**src/pfio_consts.vh**
```
// constants for the panel fieldbus i/o image block
// assumes one 250 MHz clock; included by bare name
`ifndef PFIO_CONSTS_VH
`define PFIO_CONSTS_VH
// ----------------------------------------------------------------
// clock and timing
// ----------------------------------------------------------------
`define PFIO_CLK_MHZ        250
`define PFIO_FLASH_MS       250
`define PFIO_FLASH_CYC      (`PFIO_FLASH_MS * 1000 * `PFIO_CLK_MHZ)
// ----------------------------------------------------------------
// config switch bank fields (bit 0 is position 1)
// ----------------------------------------------------------------
`define PFIO_SW_ADDR_LSB    0
`define PFIO_SW_ADDR_MSB    6
`define PFIO_SW_HWVAR_BIT   7
`define PFIO_SW_CONN_LO     8
`define PFIO_SW_CONN_HI     9
// ----------------------------------------------------------------
// image sizes and offsets in bytes
// ----------------------------------------------------------------
`define PFIO_STD_BYTES      8
`define PFIO_IN_BYTES       17
`define PFIO_OUT_BYTES      10
`define PFIO_IN_HW1         8
`define PFIO_IN_HW2         10
`define PFIO_IN_DIRECT      12
`define PFIO_IN_CUST        14
`define PFIO_IN_ROT1        15
`define PFIO_IN_ROT2        16
`define PFIO_OUT_RSVD       8
`define PFIO_OUT_CLED       9
`define PFIO_HW_ZERO        16'h0000
`define PFIO_CUST_KEYS      7
// ----------------------------------------------------------------
// version fields shown in version display
// ----------------------------------------------------------------
`define PFIO_VER_MAJ        4'h1
`define PFIO_VER_MIN        4'h2
`define PFIO_VER_PATCH      4'h0
`endif

```
**src/pfio_hw_counter.v**
```verilog
// one handwheel position counter with 16-bit wrap
// assumes step/direction pulses already synchronised to ref_clk_in
`timescale 1ns/100ps
`include "pfio_consts.vh"
module pfio_hw_counter (
  input  wire        ref_clk_in,
  input  wire        rst_n_in,
  input  wire        step_in,
  input  wire        dir_up_in,
  input  wire        present_in,
  output wire [15:0] count_out
);
  reg [15:0] count_q;
  // ----------------------------------------------------------------
  // counter, starts at zero
  // ----------------------------------------------------------------
  always @(posedge ref_clk_in or negedge rst_n_in) begin
    if (!rst_n_in) begin
      count_q <= `PFIO_HW_ZERO;
    end else if (!present_in) begin
      count_q <= `PFIO_HW_ZERO; // absent wheel held at zero
    end else if (step_in) begin
      if (dir_up_in) begin
        count_q <= count_q + 16'h0001;
      end else begin
        count_q <= count_q - 16'h0001;
      end
    end
  end
  assign count_out = count_q;
endmodule // pfio_hw_counter

```
**src/pfio_image_buf.v**
```verilog
// small byte memory holding the received output image
// assumes writes and reads on the same clock; read data registered
`timescale 1ns/100ps
`include "pfio_consts.vh"
module pfio_image_buf #(
  parameter DEPTH = `PFIO_OUT_BYTES,
  parameter AW    = 4
) (
  input  wire          ref_clk_in,
  input  wire          wr_en_in,
  input  wire [AW-1:0] wr_addr_in,
  input  wire [7:0]    wr_data_in,
  input  wire [AW-1:0] rd_addr_in,
  output wire [7:0]    rd_data_out
);
  reg [7:0] mem [0:DEPTH-1];
  reg [7:0] rd_q;
  // ----------------------------------------------------------------
  // write port and registered read port
  // ----------------------------------------------------------------
  always @(posedge ref_clk_in) begin
    if (wr_en_in) begin
      mem[wr_addr_in] <= wr_data_in;
    end
    rd_q <= mem[rd_addr_in];
  end
  assign rd_data_out = rd_q;
endmodule // pfio_image_buf

```
**src/pfio_panel.v**
```verilog
// panel logic: switch bank decode, front leds, cyclic i/o image
// assumes a fieldbus engine on ref_clk_in that streams output bytes
// in and shifts input bytes out, one per strobe, lowest byte first
`timescale 1ns/100ps
`include "pfio_consts.vh"
module pfio_panel #(
  parameter FLASH_CYC = `PFIO_FLASH_CYC,
  parameter LED_GRP   = 8
) (
  input  wire                  ref_clk_in,
  input  wire                  rst_n_in,
  input  wire [9:0]            config_switch_bank_in,
  input  wire [63:0]           std_keys_in,
  input  wire                  key_feed_stop_in,
  input  wire                  key_feed_enable_in,
  input  wire [1:0]            hw_step_in,
  input  wire [1:0]            hw_dir_up_in,
  input  wire [1:0]            hw_present_in,
  input  wire [15:0]           direct_keys_in,
  input  wire [6:0]            cust_keys_in,
  input  wire [7:0]            rotary1_in,
  input  wire [7:0]            rotary2_in,
  input  wire                  cyclic_up_in,
  input  wire                  xchg_start_in,
  input  wire                  out_strobe_in,
  input  wire [7:0]            out_byte_in,
  input  wire                  in_strobe_in,
  output wire [7:0]            in_byte_out,
  output wire [6:0]            slave_addr_out,
  output wire                  conn_fieldbus_out,
  output wire                  conn_prog_port_out,
  output wire                  hw_standard_out,
  output wire [63:0]           std_leds_out,
  output wire [7:0]            cust_leds_out,
  output wire [3*LED_GRP-1:0]  ver_leds_out,
  output wire                  ver_mode_out
);
  // ----------------------------------------------------------------
  // input synchronisers (pins from outside the clock domain)
  // ----------------------------------------------------------------
  localparam NSYNC = 10 + 64 + 2 + 2 + 2 + 2 + 16 + 7 + 8 + 8;
  wire [NSYNC-1:0] raw_w = {config_switch_bank_in, std_keys_in,
    key_feed_stop_in, key_feed_enable_in, hw_step_in, hw_dir_up_in,
    hw_present_in, direct_keys_in, cust_keys_in, rotary1_in, rotary2_in};
  reg  [NSYNC-1:0] s1_q;
  reg  [NSYNC-1:0] s2_q;
  always @(posedge ref_clk_in or negedge rst_n_in) begin
    if (!rst_n_in) begin
      s1_q <= {NSYNC{1'b0}};
      s2_q <= {NSYNC{1'b0}};
    end else begin
      s1_q <= raw_w;
      s2_q <= s1_q;
    end
  end
  wire [9:0]  sw_w     = s2_q[NSYNC-1 -: 10];
  wire [63:0] keys_w   = s2_q[NSYNC-11 -: 64];
  wire        fstop_w  = s2_q[NSYNC-75];
  wire        fen_w    = s2_q[NSYNC-76];
  wire [1:0]  step_w   = s2_q[NSYNC-77 -: 2];
  wire [1:0]  dirup_w  = s2_q[NSYNC-79 -: 2];
  wire [1:0]  pres_w   = s2_q[NSYNC-81 -: 2];
  wire [15:0] direct_w = s2_q[NSYNC-83 -: 16];
  wire [6:0]  cust_w   = s2_q[NSYNC-99 -: 7];
  wire [7:0]  rot1_w   = s2_q[15:8];
  wire [7:0]  rot2_w   = s2_q[7:0];

  // ----------------------------------------------------------------
  // switch bank capture, once after reset release
  // ----------------------------------------------------------------
  // sync chain needs two edges to fill; capture on the third
  reg [1:0] cap_cnt_q;
  reg       cap_done_q;
  reg [9:0] sw_q;
  always @(posedge ref_clk_in or negedge rst_n_in) begin
    if (!rst_n_in) begin
      cap_cnt_q  <= 2'h0;
      cap_done_q <= 1'b0;
      sw_q       <= 10'h000; // all off: programming port link
    end else if (!cap_done_q) begin
      cap_cnt_q <= cap_cnt_q + 2'h1;
      if (cap_cnt_q == 2'h2) begin
        sw_q       <= sw_w; // later switch moves ignored
        cap_done_q <= 1'b1;
      end
    end
  end
  assign slave_addr_out =
    sw_q[`PFIO_SW_ADDR_MSB:`PFIO_SW_ADDR_LSB]; // pos 1 = lsb
  assign conn_fieldbus_out = sw_q[`PFIO_SW_CONN_LO] &
                             sw_q[`PFIO_SW_CONN_HI];
  assign conn_prog_port_out = ~conn_fieldbus_out;
  assign hw_standard_out = ~sw_q[`PFIO_SW_HWVAR_BIT];

  // ----------------------------------------------------------------
  // handwheel counters
  // ----------------------------------------------------------------
  wire [15:0] hw1_w;
  wire [15:0] hw2_w;
  pfio_hw_counter u_hw1 (
    .ref_clk_in (ref_clk_in),
    .rst_n_in   (rst_n_in),
    .step_in    (step_w[0]),
    .dir_up_in  (dirup_w[0]),
    .present_in (pres_w[0]),
    .count_out  (hw1_w)
  );
  pfio_hw_counter u_hw2 (
    .ref_clk_in (ref_clk_in),
    .rst_n_in   (rst_n_in),
    .step_in    (step_w[1]),
    .dir_up_in  (dirup_w[1]),
    .present_in (pres_w[1]),
    .count_out  (hw2_w)
  );

  // ----------------------------------------------------------------
  // input image snapshot at each exchange start
  // ----------------------------------------------------------------
  // snapshot keeps one exchange coherent while keys keep moving
  reg [8*`PFIO_IN_BYTES-1:0] img_q;
  reg [4:0]                  in_idx_q;
  always @(posedge ref_clk_in or negedge rst_n_in) begin
    if (!rst_n_in) begin
      img_q    <= {(8*`PFIO_IN_BYTES){1'b0}};
      in_idx_q <= 5'h00;
    end else if (xchg_start_in) begin
      in_idx_q <= 5'h00;
      img_q    <= {rot2_w, rot1_w, 1'b0, cust_w, direct_w[15:8],
                   direct_w[7:0], hw2_w[7:0], hw2_w[15:8],
                   hw1_w[7:0], hw1_w[15:8], keys_w};
      // byte order low..high: std, wheels msb first, extras
    end else if (in_strobe_in &&
                 in_idx_q != `PFIO_IN_BYTES - 1) begin
      in_idx_q <= in_idx_q + 5'h01;
    end
  end
  // byte picker, used for input stream
  function [7:0] pick_byte;
    input [8*`PFIO_IN_BYTES-1:0] img;
    input [4:0]                  idx;
    begin
      pick_byte = img[idx*8 +: 8];
    end
  endfunction
  reg [7:0] in_byte_q;
  always @(posedge ref_clk_in or negedge rst_n_in) begin
    if (!rst_n_in) begin
      in_byte_q <= 8'h00;
    end else begin
      in_byte_q <= pick_byte(img_q, in_idx_q);
    end
  end
  assign in_byte_out = in_byte_q;

  // ----------------------------------------------------------------
  // output image receive, applied at the next exchange start
  // ----------------------------------------------------------------
  reg  [3:0] out_idx_q;
  reg        apply_q;
  reg  [3:0] rd_idx_q;
  reg        rd_busy_q;
  reg  [3:0] rd_lag_q;
  reg        rd_vld_q;
  wire [7:0] rd_data_w;
  always @(posedge ref_clk_in or negedge rst_n_in) begin
    if (!rst_n_in) begin
      out_idx_q <= 4'h0;
      apply_q   <= 1'b0;
    end else if (xchg_start_in) begin
      out_idx_q <= 4'h0;
      apply_q   <= (out_idx_q == `PFIO_OUT_BYTES); // full frame only
    end else begin
      apply_q <= 1'b0;
      if (out_strobe_in && out_idx_q != `PFIO_OUT_BYTES) begin
        out_idx_q <= out_idx_q + 4'h1;
      end
    end
  end
  pfio_image_buf #(.DEPTH(`PFIO_OUT_BYTES), .AW(4)) u_obuf (
    .ref_clk_in  (ref_clk_in),
    .wr_en_in    (out_strobe_in && out_idx_q != `PFIO_OUT_BYTES),
    .wr_addr_in  (out_idx_q),
    .wr_data_in  (out_byte_in),
    .rd_addr_in  (rd_idx_q),
    .rd_data_out (rd_data_w)
  );
  // walk the buffer after a complete frame, one byte per cycle
  always @(posedge ref_clk_in or negedge rst_n_in) begin
    if (!rst_n_in) begin
      rd_idx_q  <= 4'h0;
      rd_busy_q <= 1'b0;
      rd_lag_q  <= 4'h0;
      rd_vld_q  <= 1'b0;
    end else begin
      rd_lag_q <= rd_idx_q;
      rd_vld_q <= rd_busy_q;
      if (apply_q) begin
        rd_busy_q <= 1'b1;
        rd_idx_q  <= 4'h0;
      end else if (rd_busy_q) begin
        if (rd_idx_q == `PFIO_OUT_BYTES - 1) begin
          rd_busy_q <= 1'b0;
        end else begin
          rd_idx_q <= rd_idx_q + 4'h1;
        end
      end
    end
  end
  reg [63:0] std_led_q;
  reg [7:0]  cled_q;
  always @(posedge ref_clk_in or negedge rst_n_in) begin
    if (!rst_n_in) begin
      std_led_q <= 64'h0;
      cled_q    <= 8'h00;
    end else if (rd_vld_q) begin
      if (rd_lag_q < `PFIO_STD_BYTES) begin
        std_led_q[rd_lag_q[2:0]*8 +: 8] <= rd_data_w;
      end else if (rd_lag_q == `PFIO_OUT_CLED) begin
        cled_q <= rd_data_w; // high byte drives leds
      end
      // reserved byte kept zero by the master, ignored here
    end
  end

  // ----------------------------------------------------------------
  // flash divider and front led selection
  // ----------------------------------------------------------------
  reg [31:0] fdiv_q;
  reg        blink_q;
  always @(posedge ref_clk_in or negedge rst_n_in) begin
    if (!rst_n_in) begin
      fdiv_q  <= 32'h0;
      blink_q <= 1'b1;
    end else if (fdiv_q == FLASH_CYC - 1) begin
      fdiv_q  <= 32'h0;
      blink_q <= ~blink_q; // one-cycle enable toggles the phase
    end else begin
      fdiv_q <= fdiv_q + 32'h1;
    end
  end
  // thermometer code: n lowest leds of a group lit
  function [LED_GRP-1:0] therm;
    input [3:0] n;
    integer i;
    begin
      therm = {LED_GRP{1'b0}};
      for (i = 0; i < LED_GRP; i = i + 1) begin
        therm[i] = (i < n);
      end
    end
  endfunction
  wire ver_w = fstop_w & fen_w;
  reg [63:0]          led_q;
  reg [7:0]           cled_o_q;
  reg [3*LED_GRP-1:0] ver_q;
  reg                 ver_mode_q;
  always @(posedge ref_clk_in or negedge rst_n_in) begin
    if (!rst_n_in) begin
      led_q      <= 64'h0;
      cled_o_q   <= 8'h00;
      ver_q      <= {(3*LED_GRP){1'b0}};
      ver_mode_q <= 1'b0;
    end else if (ver_w) begin
      // normal output halted, steady version groups
      led_q      <= 64'h0;
      cled_o_q   <= 8'h00;
      ver_mode_q <= 1'b1;
      ver_q      <= {therm(`PFIO_VER_MAJ), therm(`PFIO_VER_MIN),
                     therm(`PFIO_VER_PATCH)};
    end else if (!cyclic_up_in) begin
      led_q      <= {64{blink_q}}; // all front leds flash
      cled_o_q   <= {8{blink_q}};
      ver_q      <= {(3*LED_GRP){blink_q}};
      ver_mode_q <= 1'b0;
    end else begin
      led_q      <= std_led_q;
      cled_o_q   <= cled_q;
      ver_q      <= {(3*LED_GRP){1'b0}};
      ver_mode_q <= 1'b0;
    end
  end
  assign std_leds_out  = led_q;
  assign cust_leds_out = cled_o_q;
  assign ver_leds_out  = ver_q;
  assign ver_mode_out  = ver_mode_q;
endmodule // pfio_panel

```
**config.mk**
```make
export PLATFORM = sky130hd
export DESIGN_NAME = pfio_panel
export DESIGN_NICKNAME = d
export VERILOG_FILES = /design/src/pfio_hw_counter.v /design/src/pfio_image_buf.v /design/src/pfio_panel.v
export VERILOG_INCLUDE_DIRS = /design/src /design/src/src
export SDC_FILE = /design/constraint.sdc
export NUM_CORES = 1
export LEC_CHECK = 0
export BUFFER_PORTS_ARGS = -buffer_cell sky130_fd_sc_hd__buf_2
export CAP_MARGIN = 20
export CORE_UTILIZATION = 25
export DETAILED_ROUTE_END_ITERATION = 7
export PLACE_DENSITY = 0.42
export SETUP_SLACK_MARGIN = 0.4
export SYNTH_ARGS = -nofsm -noshare
export SYNTH_HDL_FRONTEND = slang
export SYNTH_SLANG_ARGS = --single-unit
```
**constraint.sdc**
```tcl
create_clock -name ref_clk_in -period 3.5 [get_ports ref_clk_in]
set_clock_uncertainty 0.2 [all_clocks]
set_input_delay 0.525 -clock ref_clk_in [delete_from_list [all_inputs] [get_ports ref_clk_in]]
set_output_delay 0.525 -clock ref_clk_in [all_outputs]
set_load 0.01 [all_outputs]
```
==> out/metrics.yaml, run 1 <==
floorplanning:
  floorplan.initialDensity_pct: 25.4
  chipWidth_um: 330
  core_region_area_sq_mm: 0.106
  rows: 119
  height_of_the_die_um: 330
  full_die_area_sq_mm: 0.109
  design.portCount: 250
synth:
  yosysTopAreaCellShare_pct: 58.5
  synth_nets: 2001
  synth.mux.area_fraction_pct: 13.9
  synth.lib_cells_used.distinct: 74
  yosys.area.top_type: "sky130_fd_sc_hd__dfrtp_1"
  postSynth.asyncResetShare_pct: 87.7
  avgSynthCellArea_sq_um: 14.8
  synthTopCellsByArea: "sky130_fd_sc_hd__dfrtp_1 (59%), sky130_fd_sc_hd__edfxtp_1 (8.9%), sky130_fd_sc_hd__mux2_2 (8.4%), sky130_fd_sc_hd__nand2_1 (3.3%), sky130_fd_sc_hd__mux4_2 (3.3%)"
  syn_inst: 1823
  synth_seq_area_share_pct: 68.1
  synth_fa_ha_area_share_pct: 2.06
  post_synthesis_cell_area_sq_mm: 0.0269
  main_combinational_cell_family_by_area_after_synthesis: "multiplexers"
  synthXorXnorAreaFrac_pct: 1.79
  yosys_register_bits: 718
  synth_edf_count: 80
  synthesis.yosys.warnings: 0
  synth_compound_area_share_pct: 3.59
  dominantRegCellSynth: "sky130_fd_sc_hd__dfrtp_1"
  yosys.area_share.simple_pct: 7.94
setup_path:
  crit_required_ns: 3.81
  arrival_ns: 3.25
  timing.setup.critical_path_class: "reg2reg"
  start_kind: "flip-flop"
  setup.worst_path.end_class: "flip-flop"
  reg2reg_depth: 9
  regToRegSetupSlack_ns: 0.55
  cpMaxStageDelayCell: "sky130_fd_sc_hd__dfrtp_1"
  reg_to_reg_critical_path_startpoint: "s2_q[41]$_DFF_PN0_"
  timing.critical_path.cells: "clkinvlp_4 > buf_4 > ha_1 > and4_1 > and3_1 > nand2_1 > o2111a_1 > o311ai_1 > o41ai_1"
  timing.critical_path.from: "s2_q[41]$_DFF_PN0_"
  critical-path-max-stage-delay_ns: 0.45
  reg2reg_to: "u_hw1.count_out[15]$_DFFE_PN0P_"
  crit_path_max_fanout: 9
hold_path:
  min-delay-start: "out_byte_in[7]"
  hold-path-endpoint: "u_obuf.mem[6][7]$_DFFE_PP_"
  holdCritPathClass: "in2reg"
  hold_depth: 1
power:
  p_clk_share_pct: 45.0
  powerDensity_mw_per_mm2: 581
  vdd_drop_max_uv: 359
  power.sequential.fraction_pct: 47.0
  leak_nw: 15.4
  power_report.internal_total_mw: 15.0
  power.share.switching_pct: 23.6
  switching_power_mw: 4.64
  power.share.combinational_pct: 8.0
drt:
  dr_total_vias: 15400
  dr.first_iter.drc_count: 683
  post-route-drc-count: 0
  wire_per_inst_um: 17.2
  drtAntennaViolNets: 0
  routed_via_density: 4.19
  drt_first_pass_iters: 4
  detail_route.wirelength_um: 63000
place:
  postPlaceCellArea_sq_mm: 0.0296
  placed_cells_incl_taps: 3385
  place_hpwl_um: 42700
  port_buffers: 249
  place.gp.congestion: 0.746
cts:
  ctsLongestPathBuffers: 3
  clock_tree.htree_level_count: 3
  cts.root.buffer_cell: "sky130_fd_sc_hd__clkbuf_16"
  clk_sink_count: 718
  worst_setup_hold_path_clk_slew_ns: 0.06
  clock_network_latency_to_the_later_pin_of_the_worst_skew_pair_ns: 0.64
  cts_tree: "done"
  cts-buffers-inserted: 81
outcome:
  outcome: "completed"
timing:
  finalSetupViolations: 0
  relSlewSlack_pct: 33.0
  hold_slack_ns: 0.0574
  fmax_mhz: 339
  layout_min_cycle_time_ns: 2.95
  rsz0062_at_grt: "false"
  layout_worst_path_cycle_share_pct: 84.2
  hold_viol: 0
  maxSlewViolCount: 0
  tightestPinTransition_ns: 1.00
  setup-tns-final_ns: 0
grt:
  grt_pass1_wl_um: 99400
  grt_antenna_before_repair: 5
  gr-total-overflow: 0
  grt_max_degree: 123
  grt_util_all_layers_pct: 11.8
  vias_in_the_first_global_route: 16700
finish:
  fin_cells: 3671
  area_growth_syn_to_layout_pct: 25.6
  final_util_pct: 31.9
  ratio_of_cells_with_drive_above_1_in_the_final_layout_pct: 29.1
  fin_area_sq_mm: 0.0338
  final_nets: 2390
run:
  max_capacitance_violation_total: 0
## kinds of logic after synthesis
logic type / Yosys count
flops: 718
simple gates: 450
mux: 275
compound gates: 146
buf+inv: 136
xor+xnor: 55
fa+ha+maj: 43
## cell usage after synthesis (6+ instances only)
library cell,n
sky130_fd_sc_hd__ha_1,41
sky130_fd_sc_hd__a21oi_1,28
sky130_fd_sc_hd__nor2_1,53
sky130_fd_sc_hd__and3_1,14
sky130_fd_sc_hd__xnor2_1,28
sky130_fd_sc_hd__clkinv_1,8
sky130_fd_sc_hd__inv_1,25
sky130_fd_sc_hd__mux2i_1,20
sky130_fd_sc_hd__buf_4,30
sky130_fd_sc_hd__a211oi_1,15
sky130_fd_sc_hd__dfxtp_1,8
sky130_fd_sc_hd__and2_1,18
sky130_fd_sc_hd__buf_2,12
sky130_fd_sc_hd__mux4_2,39
sky130_fd_sc_hd__nand4_1,18
sky130_fd_sc_hd__nor2b_1,29
sky130_fd_sc_hd__edfxtp_1,80
sky130_fd_sc_hd__nand2_1,236
sky130_fd_sc_hd__mux2_2,200
sky130_fd_sc_hd__o21ai_0,32
sky130_fd_sc_hd__mux4_1,16
sky130_fd_sc_hd__nand3_1,33
sky130_fd_sc_hd__nor3_1,6
sky130_fd_sc_hd__xor2_1,27
sky130_fd_sc_hd__o21ai_1,10
sky130_fd_sc_hd__clkbuf_1,53
sky130_fd_sc_hd__dfrtp_1,629
sky130_fd_sc_hd__a21o_1,14
## sequential cells by signal, indices dropped and copies added (netlist names), 16 cells and up
name,cells
s1_q,121
std_leds_out,64
img_q,135
u_hw2.count_out,16
fdiv_q,32
std_led_q,64
s2_q,121
u_obuf.mem,80
u_hw1.count_out,16
## per-stage QoR
| stage | setup slack [ns] | power (mW) |
|---|---|---|
| 2_1_floorplan | 0.925 | 10.1 |
| 3_3_place_gp | 0.590 | 10.8 |
| 3_5_place_dp | 0.472 | 10.9 |
| 4_1_cts | 0.443 | 20.0 |
| 5_1_grt | 0.426 | 20.5 |
| 6_report | 0.552 | 19.6 |
## cells in the final DEF (no fill, tap or decap), drive strengths merged, types with 4 or more instances in the layout
| cell type | count |
|---|---|
| a211oi | 15 |
| a21o | 14 |
| a21oi | 28 |
| a221o | 5 |
| and2 | 19 |
| and3 | 14 |
| and3b | 5 |
| and4 | 4 |
| buf | 279 |
| bufinv | 10 |
| clkbuf | 109 |
| clkinv | 26 |
| clkinvlp | 5 |
| dfrtp | 629 |
| dfxtp | 8 |
| dlygate4sd3 | 130 |
| edfxtp | 80 |
| ha | 41 |
| inv | 32 |
| mux2 | 200 |
| mux2i | 20 |
| mux4 | 55 |
| nand2 | 236 |
| nand3 | 33 |
| nand3b | 4 |
| nand4 | 18 |
| nor2 | 53 |
| nor2b | 29 |
| nor3 | 8 |
| nor3b | 4 |
| nor4 | 5 |
| o21a | 4 |
| o21ai | 42 |
| or3 | 4 |
| xnor2 | 28 |
| xor2 | 27 |
## worst max-delay path by stage
stage	endpoint	slack [ns]	cells after the start
3_5_place_dp	u_hw1.count_out[15]$_DFFE_PN0P_	0.47	8
6_report	u_hw1.count_out[15]$_DFFE_PN0P_	0.55	9
3_3_place_gp	u_hw1.count_out[15]$_DFFE_PN0P_	0.59	8
5_1_grt	u_hw1.count_out[15]$_DFFE_PN0P_	0.43	9
4_1_cts	u_hw1.count_out[15]$_DFFE_PN0P_	0.44	8
2_1_floorplan	u_hw1.count_out[12]$_DFFE_PN0P_	0.93	8
## layout make-up
class,instances,area (sq um)
fillers,10600,72200
clock buffers,109,2260
repair buffers,409,2860
diodes,2,5.00
multi-input cells,969,7900
flip-flops and latches,718,18300
clock inverters,40,559
inverters,33,128
well taps,1391,1740
## routing by layer
layer / share of wire [%] / up-vias / GRT usage [%]
met3: 3.5 / 84 / 2.20
met2: 47 / 289 / 19.0
met4: 2.4 / 0 / 3.89
met1: 47 / 7853 / 16.1
met5: 0 / - / 0
li1: - / 7146 / -
## what timing repair did
item,in CTS,in global routing
buffers inserted,0,5
endpoints found under the setup margin,0,4
hold buffers,130,0
resized for setup,0,3
endpoints found under the hold margin,202,0
## power by group through the flow
| stage | Sequential, mW | Combinational [mW] | Clock (mW) |
|---|---|---|---|
| floorplan | 9.18 | 0.971 | 0 |
| global placement | 9.40 | 1.45 | 0 |
| detailed placement | 9.39 | 1.48 | 0 |
| CTS | 9.24 | 1.60 | 9.15 |
| global route | 9.29 | 1.77 | 9.45 |
| finish | 9.23 | 1.58 | 8.82 |
## critical path: cells and delay by family (launching register included)
| family | cells | cell delay [ns] |
|---|---|---|
| AO/OA/AOI/OAI | 3 | 0.71 |
| AND/OR/NAND/NOR | 3 | 0.58 |
| buffers and inverters | 2 | 0.46 |
| flip-flops | 1 | 0.45 |
| adder cells (fa/ha/maj) | 1 | 0.41 |
No activity file was read; power rests on OpenSTA's default activity.
==> inputs of run 2 (changes only) <==
==> constraint.sdc (replaced) <==
create_clock -name ref_clk_in -period 3 [get_ports ref_clk_in]
set_clock_uncertainty 0.2 [all_clocks]
set_input_delay 0.45 -clock ref_clk_in [delete_from_list [all_inputs] [get_ports ref_clk_in]]
set_output_delay 0.45 -clock ref_clk_in [all_outputs]
set_load 0.01 [all_outputs]
==> run 2 against run 1 <==
Compared with the run above:
- worst hold slack gained 0.071 ns
- flip-flop and latch count did not move
- power increased by 16%
- non-clock buffer count rose by 17
- register-to-register slack got worse by 0.18 ns
- first-iteration DRC count grew 15%
- sequential power rose by 16%
- critical path depth shrank 1
- final cell count grew 0.49%
- utilization increased by 0.40 points
- die area is the same
- clock power rose by 15%
- critical path type unchanged
- critical endpoint is now u_hw2.count_out[11]$_DFFE_PN0P_
- largest cell class unchanged
- highest routed layer is now met5
==> out/metrics.yaml, run 2 (same netlist as run 1, synthesis figures left out) <==
outcome:
  outcome: "completed"
drt:
  detail_route.wirelength_um: 62900  # -0.24%
  post-route-drc-count: 0  # unchanged
  wire_per_inst_um: 17.0  # -0.72%
  routed_via_density: 4.21  # +0.46%
  dr_wl_met3_um: 2210  # +0.14%
  dr.first_iter.drc_count: 786  # +15%
  drtAntennaViolNets: 0  # unchanged
  drt_first_pass_iters: 5  # +1
  wl_met1_um: 29300  # -0.70%
  detailroute.wirelength.met2_um: 29800  # +0.23%
  dr_total_vias: 15500  # +0.96%
  routed.top_layer: "met5"
cts:
  cts.root.buffer_cell: "sky130_fd_sc_hd__clkbuf_16"
  worst_setup_hold_path_clk_slew_ns: 0.06  # about the same
  clock_network_latency_to_the_later_pin_of_the_worst_skew_pair_ns: 0.65  # about the same
  cts_tree: "done"
  cts-buffers-inserted: 82  # +1.2%
  clock_tree.htree_level_count: 3  # unchanged
  ctsLongestPathBuffers: 3  # unchanged
  clk_sink_count: 718  # unchanged
grt:
  grt_max_degree: 87  # -29%
  grt_pass1_wl_um: 98800  # -0.60%
  grt_antenna_before_repair: 5  # unchanged
  gr-total-overflow: 0  # unchanged
  grt_util_all_layers_pct: 11.8  # -0.087 points
  vias_in_the_first_global_route: 16700  # -0.072%
setup_path:
  timing.setup.critical_path_class: "reg2reg"
  crit_required_ns: 3.29  # -0.52 ns
  crit_path_max_fanout: 7  # -2
  arrival_ns: 2.92  # -0.33 ns
  start_kind: "flip-flop"
  setup.worst_path.end_class: "flip-flop"
  reg2reg_to: "u_hw2.count_out[11]$_DFFE_PN0P_"
  regToRegSetupSlack_ns: 0.37  # -0.18 ns
  reg2reg_depth: 8  # -1
  reg_to_reg_critical_path_startpoint: "s2_q[42]$_DFF_PN0_"
timing:
  relSlewSlack_pct: 44.1  # +11 points
  maxSlewViolCount: 0  # unchanged
  tightestPinTransition_ns: 0.839  # -0.166 ns
  setup-tns-final_ns: 0  # unchanged
  hold_viol: 0  # unchanged
  finalSetupViolations: 0  # unchanged
  rsz0062_at_grt: "true"
  fmax_mhz: 380  # +12%
  hold_slack_ns: 0.129  # +0.0712 ns
  layout_worst_path_cycle_share_pct: 87.6  # +3.4 points
  layout_min_cycle_time_ns: 2.63  # -0.319 ns
floorplanning:
  design.portCount: 250  # unchanged
  floorplan.initialDensity_pct: 25.4  # unchanged
  height_of_the_die_um: 330  # unchanged
  chipWidth_um: 330  # unchanged
  full_die_area_sq_mm: 0.109  # unchanged
  core_region_area_sq_mm: 0.106  # unchanged
  rows: 119  # unchanged
finish:
  final_util_pct: 32.3  # +0.40 points
  area_growth_syn_to_layout_pct: 27.2
  ratio_of_cells_with_drive_above_1_in_the_final_layout_pct: 30.7  # +1.6 points
  final_nets: 2408  # +0.75%
  biggestRegsByFlops: "img_q x135, s1_q x121, s2_q x121"
  largest_reg_flops: 135  # unchanged
  registers.top_by_ff_count: "img_q"
  most-common-layout-cells: "sky130_fd_sc_hd__dfrtp_1 (628), sky130_fd_sc_hd__buf_2 (247), sky130_fd_sc_hd__nand2_1 (235)"
  layout.cells.most_common: "sky130_fd_sc_hd__dfrtp_1"
place:
  place.gp.congestion: 0.753  # +0.92%
  port_buffers: 249  # unchanged
  place_hpwl_um: 42500  # -0.29%
power:
  report.power.total_mw: 22.8  # +16%
  vdd_drop_max_uv: 469  # +30%
  leak_nw: 15.6  # +0.74%
  powerDensity_mw_per_mm2: 665  # +15%
hold_path:
  min-delay-start: "s1_q[115]$_DFF_PN0_"
  holdCritPathClass: "reg2reg"
  hold-path-endpoint: "s2_q[115]$_DFF_PN0_"
  hold_depth: 0  # -1
run:
  max_capacitance_violation_total: 0  # unchanged
run 2: worst max path at each step:
stage / start / end / slack (ns) / cells after the start
after global routing: s2_q[42]$_DFF_PN0_ / u_hw2.count_out[11]$_DFFE_PN0P_ / 0.22 / 8
after detailed placement: s2_q[42]$_DFF_PN0_ / u_hw2.count_out[15]$_DFFE_PN0P_ / 0.16 / 8
after global placement: s2_q[41]$_DFF_PN0_ / u_hw1.count_out[15]$_DFFE_PN0P_ / 0.21 / 9
after floorplan: s2_q[41]$_DFF_PN0_ / u_hw1.count_out[12]$_DFFE_PN0P_ / 0.43 / 8
after CTS: s2_q[42]$_DFF_PN0_ / u_hw2.count_out[13]$_DFFE_PN0P_ / 0.39 / 9
final: s2_q[42]$_DFF_PN0_ / u_hw2.count_out[11]$_DFFE_PN0P_ / 0.37 / 8
run 2: layout make-up:
type,instances,area (sq um)
fillers,10500,71800
well taps,1391,1740
inverters,33,130
repair buffers,426,3130
clock inverters,33,425
clock buffers,118,2360
multi-input cells,969,8090
diodes,1,2.50
flip-flops and latches,718,18300
run 2: worst max-delay path: stages (launching register included):
cell,delay [ns]
sky130_fd_sc_hd__dfrtp_1,0.39
sky130_fd_sc_hd__clkinvlp_4,0.14
sky130_fd_sc_hd__ha_1,0.41
sky130_fd_sc_hd__a21oi_2,0.24
sky130_fd_sc_hd__o211ai_1,0.16
sky130_fd_sc_hd__or3_1,0.38
sky130_fd_sc_hd__o22ai_1,0.28
sky130_fd_sc_hd__xor2_1,0.20
sky130_fd_sc_hd__o21ai_1,0.07
run 2: through the flow:
step	setup slack, ns	instances	area, sq um
floorplan	0.425	1823	26900
global placement	0.214	3398	29800
detailed placement	0.157	3398	29800
CTS	0.391	3687	34000
global route	0.217	3688	34200
finish	0.371	3689	34200
run 2: power breakdown:
| group | internal, mW | switching, mW | total [mW] |
|---|---|---|---|
| sequential | 10.4 | 0.389 | 10.7 |
| combinational | 1.00 | 0.958 | 1.96 |
| clock | 5.96 | 4.09 | 10.1 |
| total | 17.3 | 5.44 | 22.8 |
run 2: metal layers:
layer  track usage, %  up-vias
met5                0        -
met4             3.76        2
met3             2.28      100
met2             18.9      288
met1             15.9     7931
li1                 -     7198
run 2: repair_timing:
| action | 4_1_cts | 5_1_grt |
|---|---|---|
| pin swaps | 0 | 4 |
| buffers inserted | 4 | 1 |
| setup endpoints to repair | 17 | 19 |
| hold buffers | 134 | 0 |
| cloned | 0 | 0 |
| gates resized for setup | 8 | 36 |
| endpoints found under the hold margin | 280 | 0 |
==> inputs of run 3 (changes only) <==
--- a/config.mk
+++ b/config.mk
@@ -6,12 +6,12 @@
 export SDC_FILE = /design/constraint.sdc
 export NUM_CORES = 1
 export LEC_CHECK = 0
+export ABC_AREA = 1
 export BUFFER_PORTS_ARGS = -buffer_cell sky130_fd_sc_hd__buf_2
 export CAP_MARGIN = 20
 export CORE_UTILIZATION = 25
 export DETAILED_ROUTE_END_ITERATION = 7
 export PLACE_DENSITY = 0.42
-export SETUP_SLACK_MARGIN = 0.4
 export SYNTH_ARGS = -nofsm -noshare
 export SYNTH_HDL_FRONTEND = slang
 export SYNTH_SLANG_ARGS = --single-unit
==> run 3 against run 2 <==
Compared with the run above:
- final cell count up 30%
- global-route usage up 1.5 points
- sequential share of layout area down 1.9 points
- utilization down 0.40 points
- die area up 4.7%
- design area up 3.7%
- maximum frequency up 6.0%
- clock power up 5%
- worst hold slack worse by 0.032 ns
- critical path type unchanged
- largest power group unchanged
==> out/metrics.yaml, run 3 <==
outcome:
  outcome: "completed"
finish:
  final_nets: 3407  # +41%
  area_growth_syn_to_layout_pct: 25.9
  biggestRegsByFlops: "img_q x135, s1_q x121, s2_q x121"
  layout.cells.most_common: "sky130_fd_sc_hd__nand2_1"
  ratio_of_cells_with_drive_above_1_in_the_final_layout_pct: 14.8  # -16 points
  largest_reg_flops: 135  # unchanged
  layout.filler_cells: 11600  # +10%
  most-common-layout-cells: "sky130_fd_sc_hd__nand2_1 (845), sky130_fd_sc_hd__dfrtp_1 (628), sky130_fd_sc_hd__inv_1 (258)"
  fin_cells: 4786  # +30%
  registers.top_by_ff_count: "img_q"
timing:
  layout_min_cycle_time_ns: 2.48  # -0.150 ns
  layout_worst_path_cycle_share_pct: 82.6  # -5.0 points
  fmax_mhz: 403  # +6.0%
  timing.final.ws_setup_ns: 0.521  # +0.150 ns
  hold_viol: 0  # unchanged
  tightestPinTransition_ns: 0.870  # +0.0315 ns
  relSlewSlack_pct: 42.0  # -2.1 points
  rsz0062_at_grt: "false"
  maxSlewViolCount: 0  # unchanged
  finalSetupViolations: 0  # unchanged
  setup-tns-final_ns: 0  # unchanged
setup_path:
  timing.setup.critical_path_class: "reg2reg"
  setup.worst_path.end_class: "flip-flop"
  start_kind: "flip-flop"
  reg2reg_depth: 7  # -1
  crit_path_max_fanout: 10  # +3
  arrival_ns: 2.55  # -0.37 ns
  crit_required_ns: 3.07  # -0.22 ns
synth:
  post_synthesis_cell_area_sq_mm: 0.0282  # +4.8%
  synth_edf_count: 80  # unchanged
  synth_compound_area_share_pct: 8.32  # +4.7 points
  yosysTopAreaCellShare_pct: 55.9  # -2.7 points
  synthTopCellsByArea: "sky130_fd_sc_hd__dfrtp_1 (56%), sky130_fd_sc_hd__nand2_1 (11%), sky130_fd_sc_hd__edfxtp_1 (8.5%), sky130_fd_sc_hd__o21ai_0 (3.7%), sky130_fd_sc_hd__inv_1 (3.5%)"
  syn_inst: 2841  # +56%
  synth.mux.area_fraction_pct: 0.599  # -13 points
  avgSynthCellArea_sq_um: 9.92  # -33%
  synth_nets: 3019  # +51%
  synthXorXnorAreaFrac_pct: 0.559  # -1.2 points
  synth.lib_cells_used.distinct: 45  # -39%
  main_combinational_cell_family_by_area_after_synthesis: "simple AND/OR/NAND/NOR gates"
  postSynth.asyncResetShare_pct: 87.7  # unchanged
  yosys_register_bits: 718  # unchanged
  list_of_most_frequent_post_synthesis_cells: "sky130_fd_sc_hd__nand2_1 (845), sky130_fd_sc_hd__dfrtp_1 (629), sky130_fd_sc_hd__inv_1 (260)"
  yosys.area_share.simple_pct: 17.4  # +9.5 points
  yosysMostFrequentCell: "sky130_fd_sc_hd__nand2_1"
  dominantRegCellSynth: "sky130_fd_sc_hd__dfrtp_1"
  synth_fa_ha_area_share_pct: 1.96  # -0.094 points
  synth_seq_area_share_pct: 65.0  # -3.1 points
  synthesis.yosys.warnings: 0  # unchanged
  yosys.area.top_type: "sky130_fd_sc_hd__dfrtp_1"
drt:
  dr_total_vias: 19600  # +27%
  wire_per_inst_um: 15.4  # -9.4%
  detail_route.wirelength_um: 73900  # +18%
  drtAntennaViolNets: 0  # unchanged
  dr.first_iter.drc_count: 998  # +27%
  drt_first_pass_iters: 6  # +1
  post-route-drc-count: 0  # unchanged
  routed_via_density: 4.10  # -2.4%
floorplanning:
  floorplan.initialDensity_pct: 25.3  # -0.047 points
  core_region_area_sq_mm: 0.111  # +5.0%
  chipWidth_um: 338  # +2.3%
  full_die_area_sq_mm: 0.114  # +4.7%
  height_of_the_die_um: 338  # +2.3%
  rows: 122  # +2.5%
  design.portCount: 250  # unchanged
grt:
  grt_antenna_before_repair: 9  # +4
  grt_pass1_wl_um: 117000  # +19%
  vias_in_the_first_global_route: 20000  # +20%
  grt_util_all_layers_pct: 13.2  # +1.5 points
  gr-total-overflow: 0  # unchanged
  grt_max_degree: 90  # +3.4%
place:
  placed_cells_incl_taps: 4497  # +32%
  place_hpwl_um: 50500  # +19%
  port_buffers: 249  # unchanged
  place.gp.congestion: 0.806  # +7.0%
  placement.setup.worst_slack_ns: 0.447  # +0.290 ns
hold_path:
  holdCritPathClass: "in2reg"
  hold_depth: 3  # +3
cts:
  cts-buffers-inserted: 86  # +4.9%
  clk_sink_count: 718  # unchanged
  worst_setup_hold_path_clk_slew_ns: 0.06  # about the same
  clock_network_latency_to_the_later_pin_of_the_worst_skew_pair_ns: 0.64  # about the same
  clock_tree.htree_level_count: 3  # unchanged
  ctsLongestPathBuffers: 3  # unchanged
  cts_tree: "done"
  cts.root.buffer_cell: "sky130_fd_sc_hd__clkbuf_16"
  cts.repair.resized: 0  # -8
power:
  switching_power_mw: 7.73  # +42%
  power.share.combinational_pct: 16.9  # +8.3 points
  vdd_drop_max_uv: 534  # +14%
  powerDensity_mw_per_mm2: 751  # +13%
  power.share.switching_pct: 29.0  # +5.1 points
  power_report.internal_total_mw: 18.9  # +9.1%
  p_clk_share_pct: 40.0  # -4.2 points
  leak_nw: 16.8  # +8.3%
  power.sequential.fraction_pct: 43.2  # -4.0 points
run:
  max_capacitance_violation_total: 0  # unchanged
run 3: cell types whose count changed after synthesis, sizes merged, moves of 24 or more:
| cell | previous run | this run |
|---|---|---|
| o211ai | 3 | 50 |
| nor2 | 53 | 196 |
| nor3 | 8 | 51 |
| nand2 | 236 | 846 |
| mux4 | 55 | 0 |
| buf | 50 | 74 |
| nor2b | 29 | 0 |
| nand3 | 33 | 86 |
| o21ai | 42 | 215 |
| inv | 25 | 263 |
| a21oi | 28 | 130 |
| mux2 | 200 | 15 |
run 3: power by group through the flow:
stage	Clock, mW	Sequential [mW]	Combinational, mW
after floorplan	0	11.5	2.78
after global placement	0	11.7	4.45
after detailed placement	0	11.7	4.45
after CTS	11.0	11.5	4.61
after global routing	11.4	11.6	5.16
final	10.6	11.5	4.50
run 3: area by class of cell:
type	instances	area, sq um	share of cell area, %
clock inverter	29	388	1.09
timing repair buffer	444	3230	9.11
tap	1488	1860	5.25
sequential	718	18300	51.7
antenna	3	7.51	0.0212
inverter	264	991	2.79
multi-input combinational	1715	8130	22.9
clock buffer	125	2520	7.11
run 3: metal layers:
| metal | share of wire [%] | track usage (%) |
|---|---|---|
| met1 | 49 | 18.7 |
| met2 | 44 | 20.5 |
| met3 | 4.2 | 2.42 |
| met4 | 2.3 | 3.96 |
| met5 | 0.041 | 0 |
run 3: timing repair:
action	4_1_cts	5_1_grt
hold buffers	132	0
buffers inserted	0	0
endpoints found under the hold margin	257	0
run 3: kinds of logic after synthesis:
family                     count (synthesis)
muxes                                     15
DFF                                      718
adders and majority gates                 43
buffers and inverters                    408
and+or+nand+nor                         1211
xor gates and xnor gates                  18
AOI/OAI and AO/OA                        428
run 3: final timing paths:
kind	from	slack, ns	to
setup reg to reg	out_idx_q[0]$_DFFE_PN0P_	0.52	u_obuf.mem[3][4]$_DFFE_PP_
min in group asynchronous	rst_n_in	0.19	std_led_q[37]$_DFFE_PN0P_
max in group asynchronous	rst_n_in	1.45	s1_q[60]$_DFF_PN0_
hold / removal	in_strobe_in	0.1	in_idx_q[0]$_DFFE_PN0P_
setup / recovery	out_idx_q[0]$_DFFE_PN0P_	0.52	u_obuf.mem[3][4]$_DFFE_PP_
hold reg to reg	s1_q[38]$_DFF_PN0_	0.14	s2_q[38]$_DFF_PN0_
run 3: worst max-delay path, stage by stage, from the launching register on:
cell                      delay, ns
sky130_fd_sc_hd__dfrtp_1       0.39
sky130_fd_sc_hd__inv_1         0.09
sky130_fd_sc_hd__ha_1          0.22
sky130_fd_sc_hd__nand2_1       0.11
sky130_fd_sc_hd__nand2_1       0.21
sky130_fd_sc_hd__nor2_1        0.22
sky130_fd_sc_hd__inv_1         0.08
sky130_fd_sc_hd__nor2_1        0.59
run 3: stage by stage:
step	instance area, sq um	hold WS, ns	util (%)	power (mW)
final	35500	0.0968	31.9	26.6
after detailed placement	31200	0.135	28.1	16.1
after global placement	31200	0.131	28.1	16.1
after CTS	35500	0.0292	31.9	27.2
after floorplan	28200	-0.0456	-	14.3
after global routing	35500	0.0892	31.9	28.2
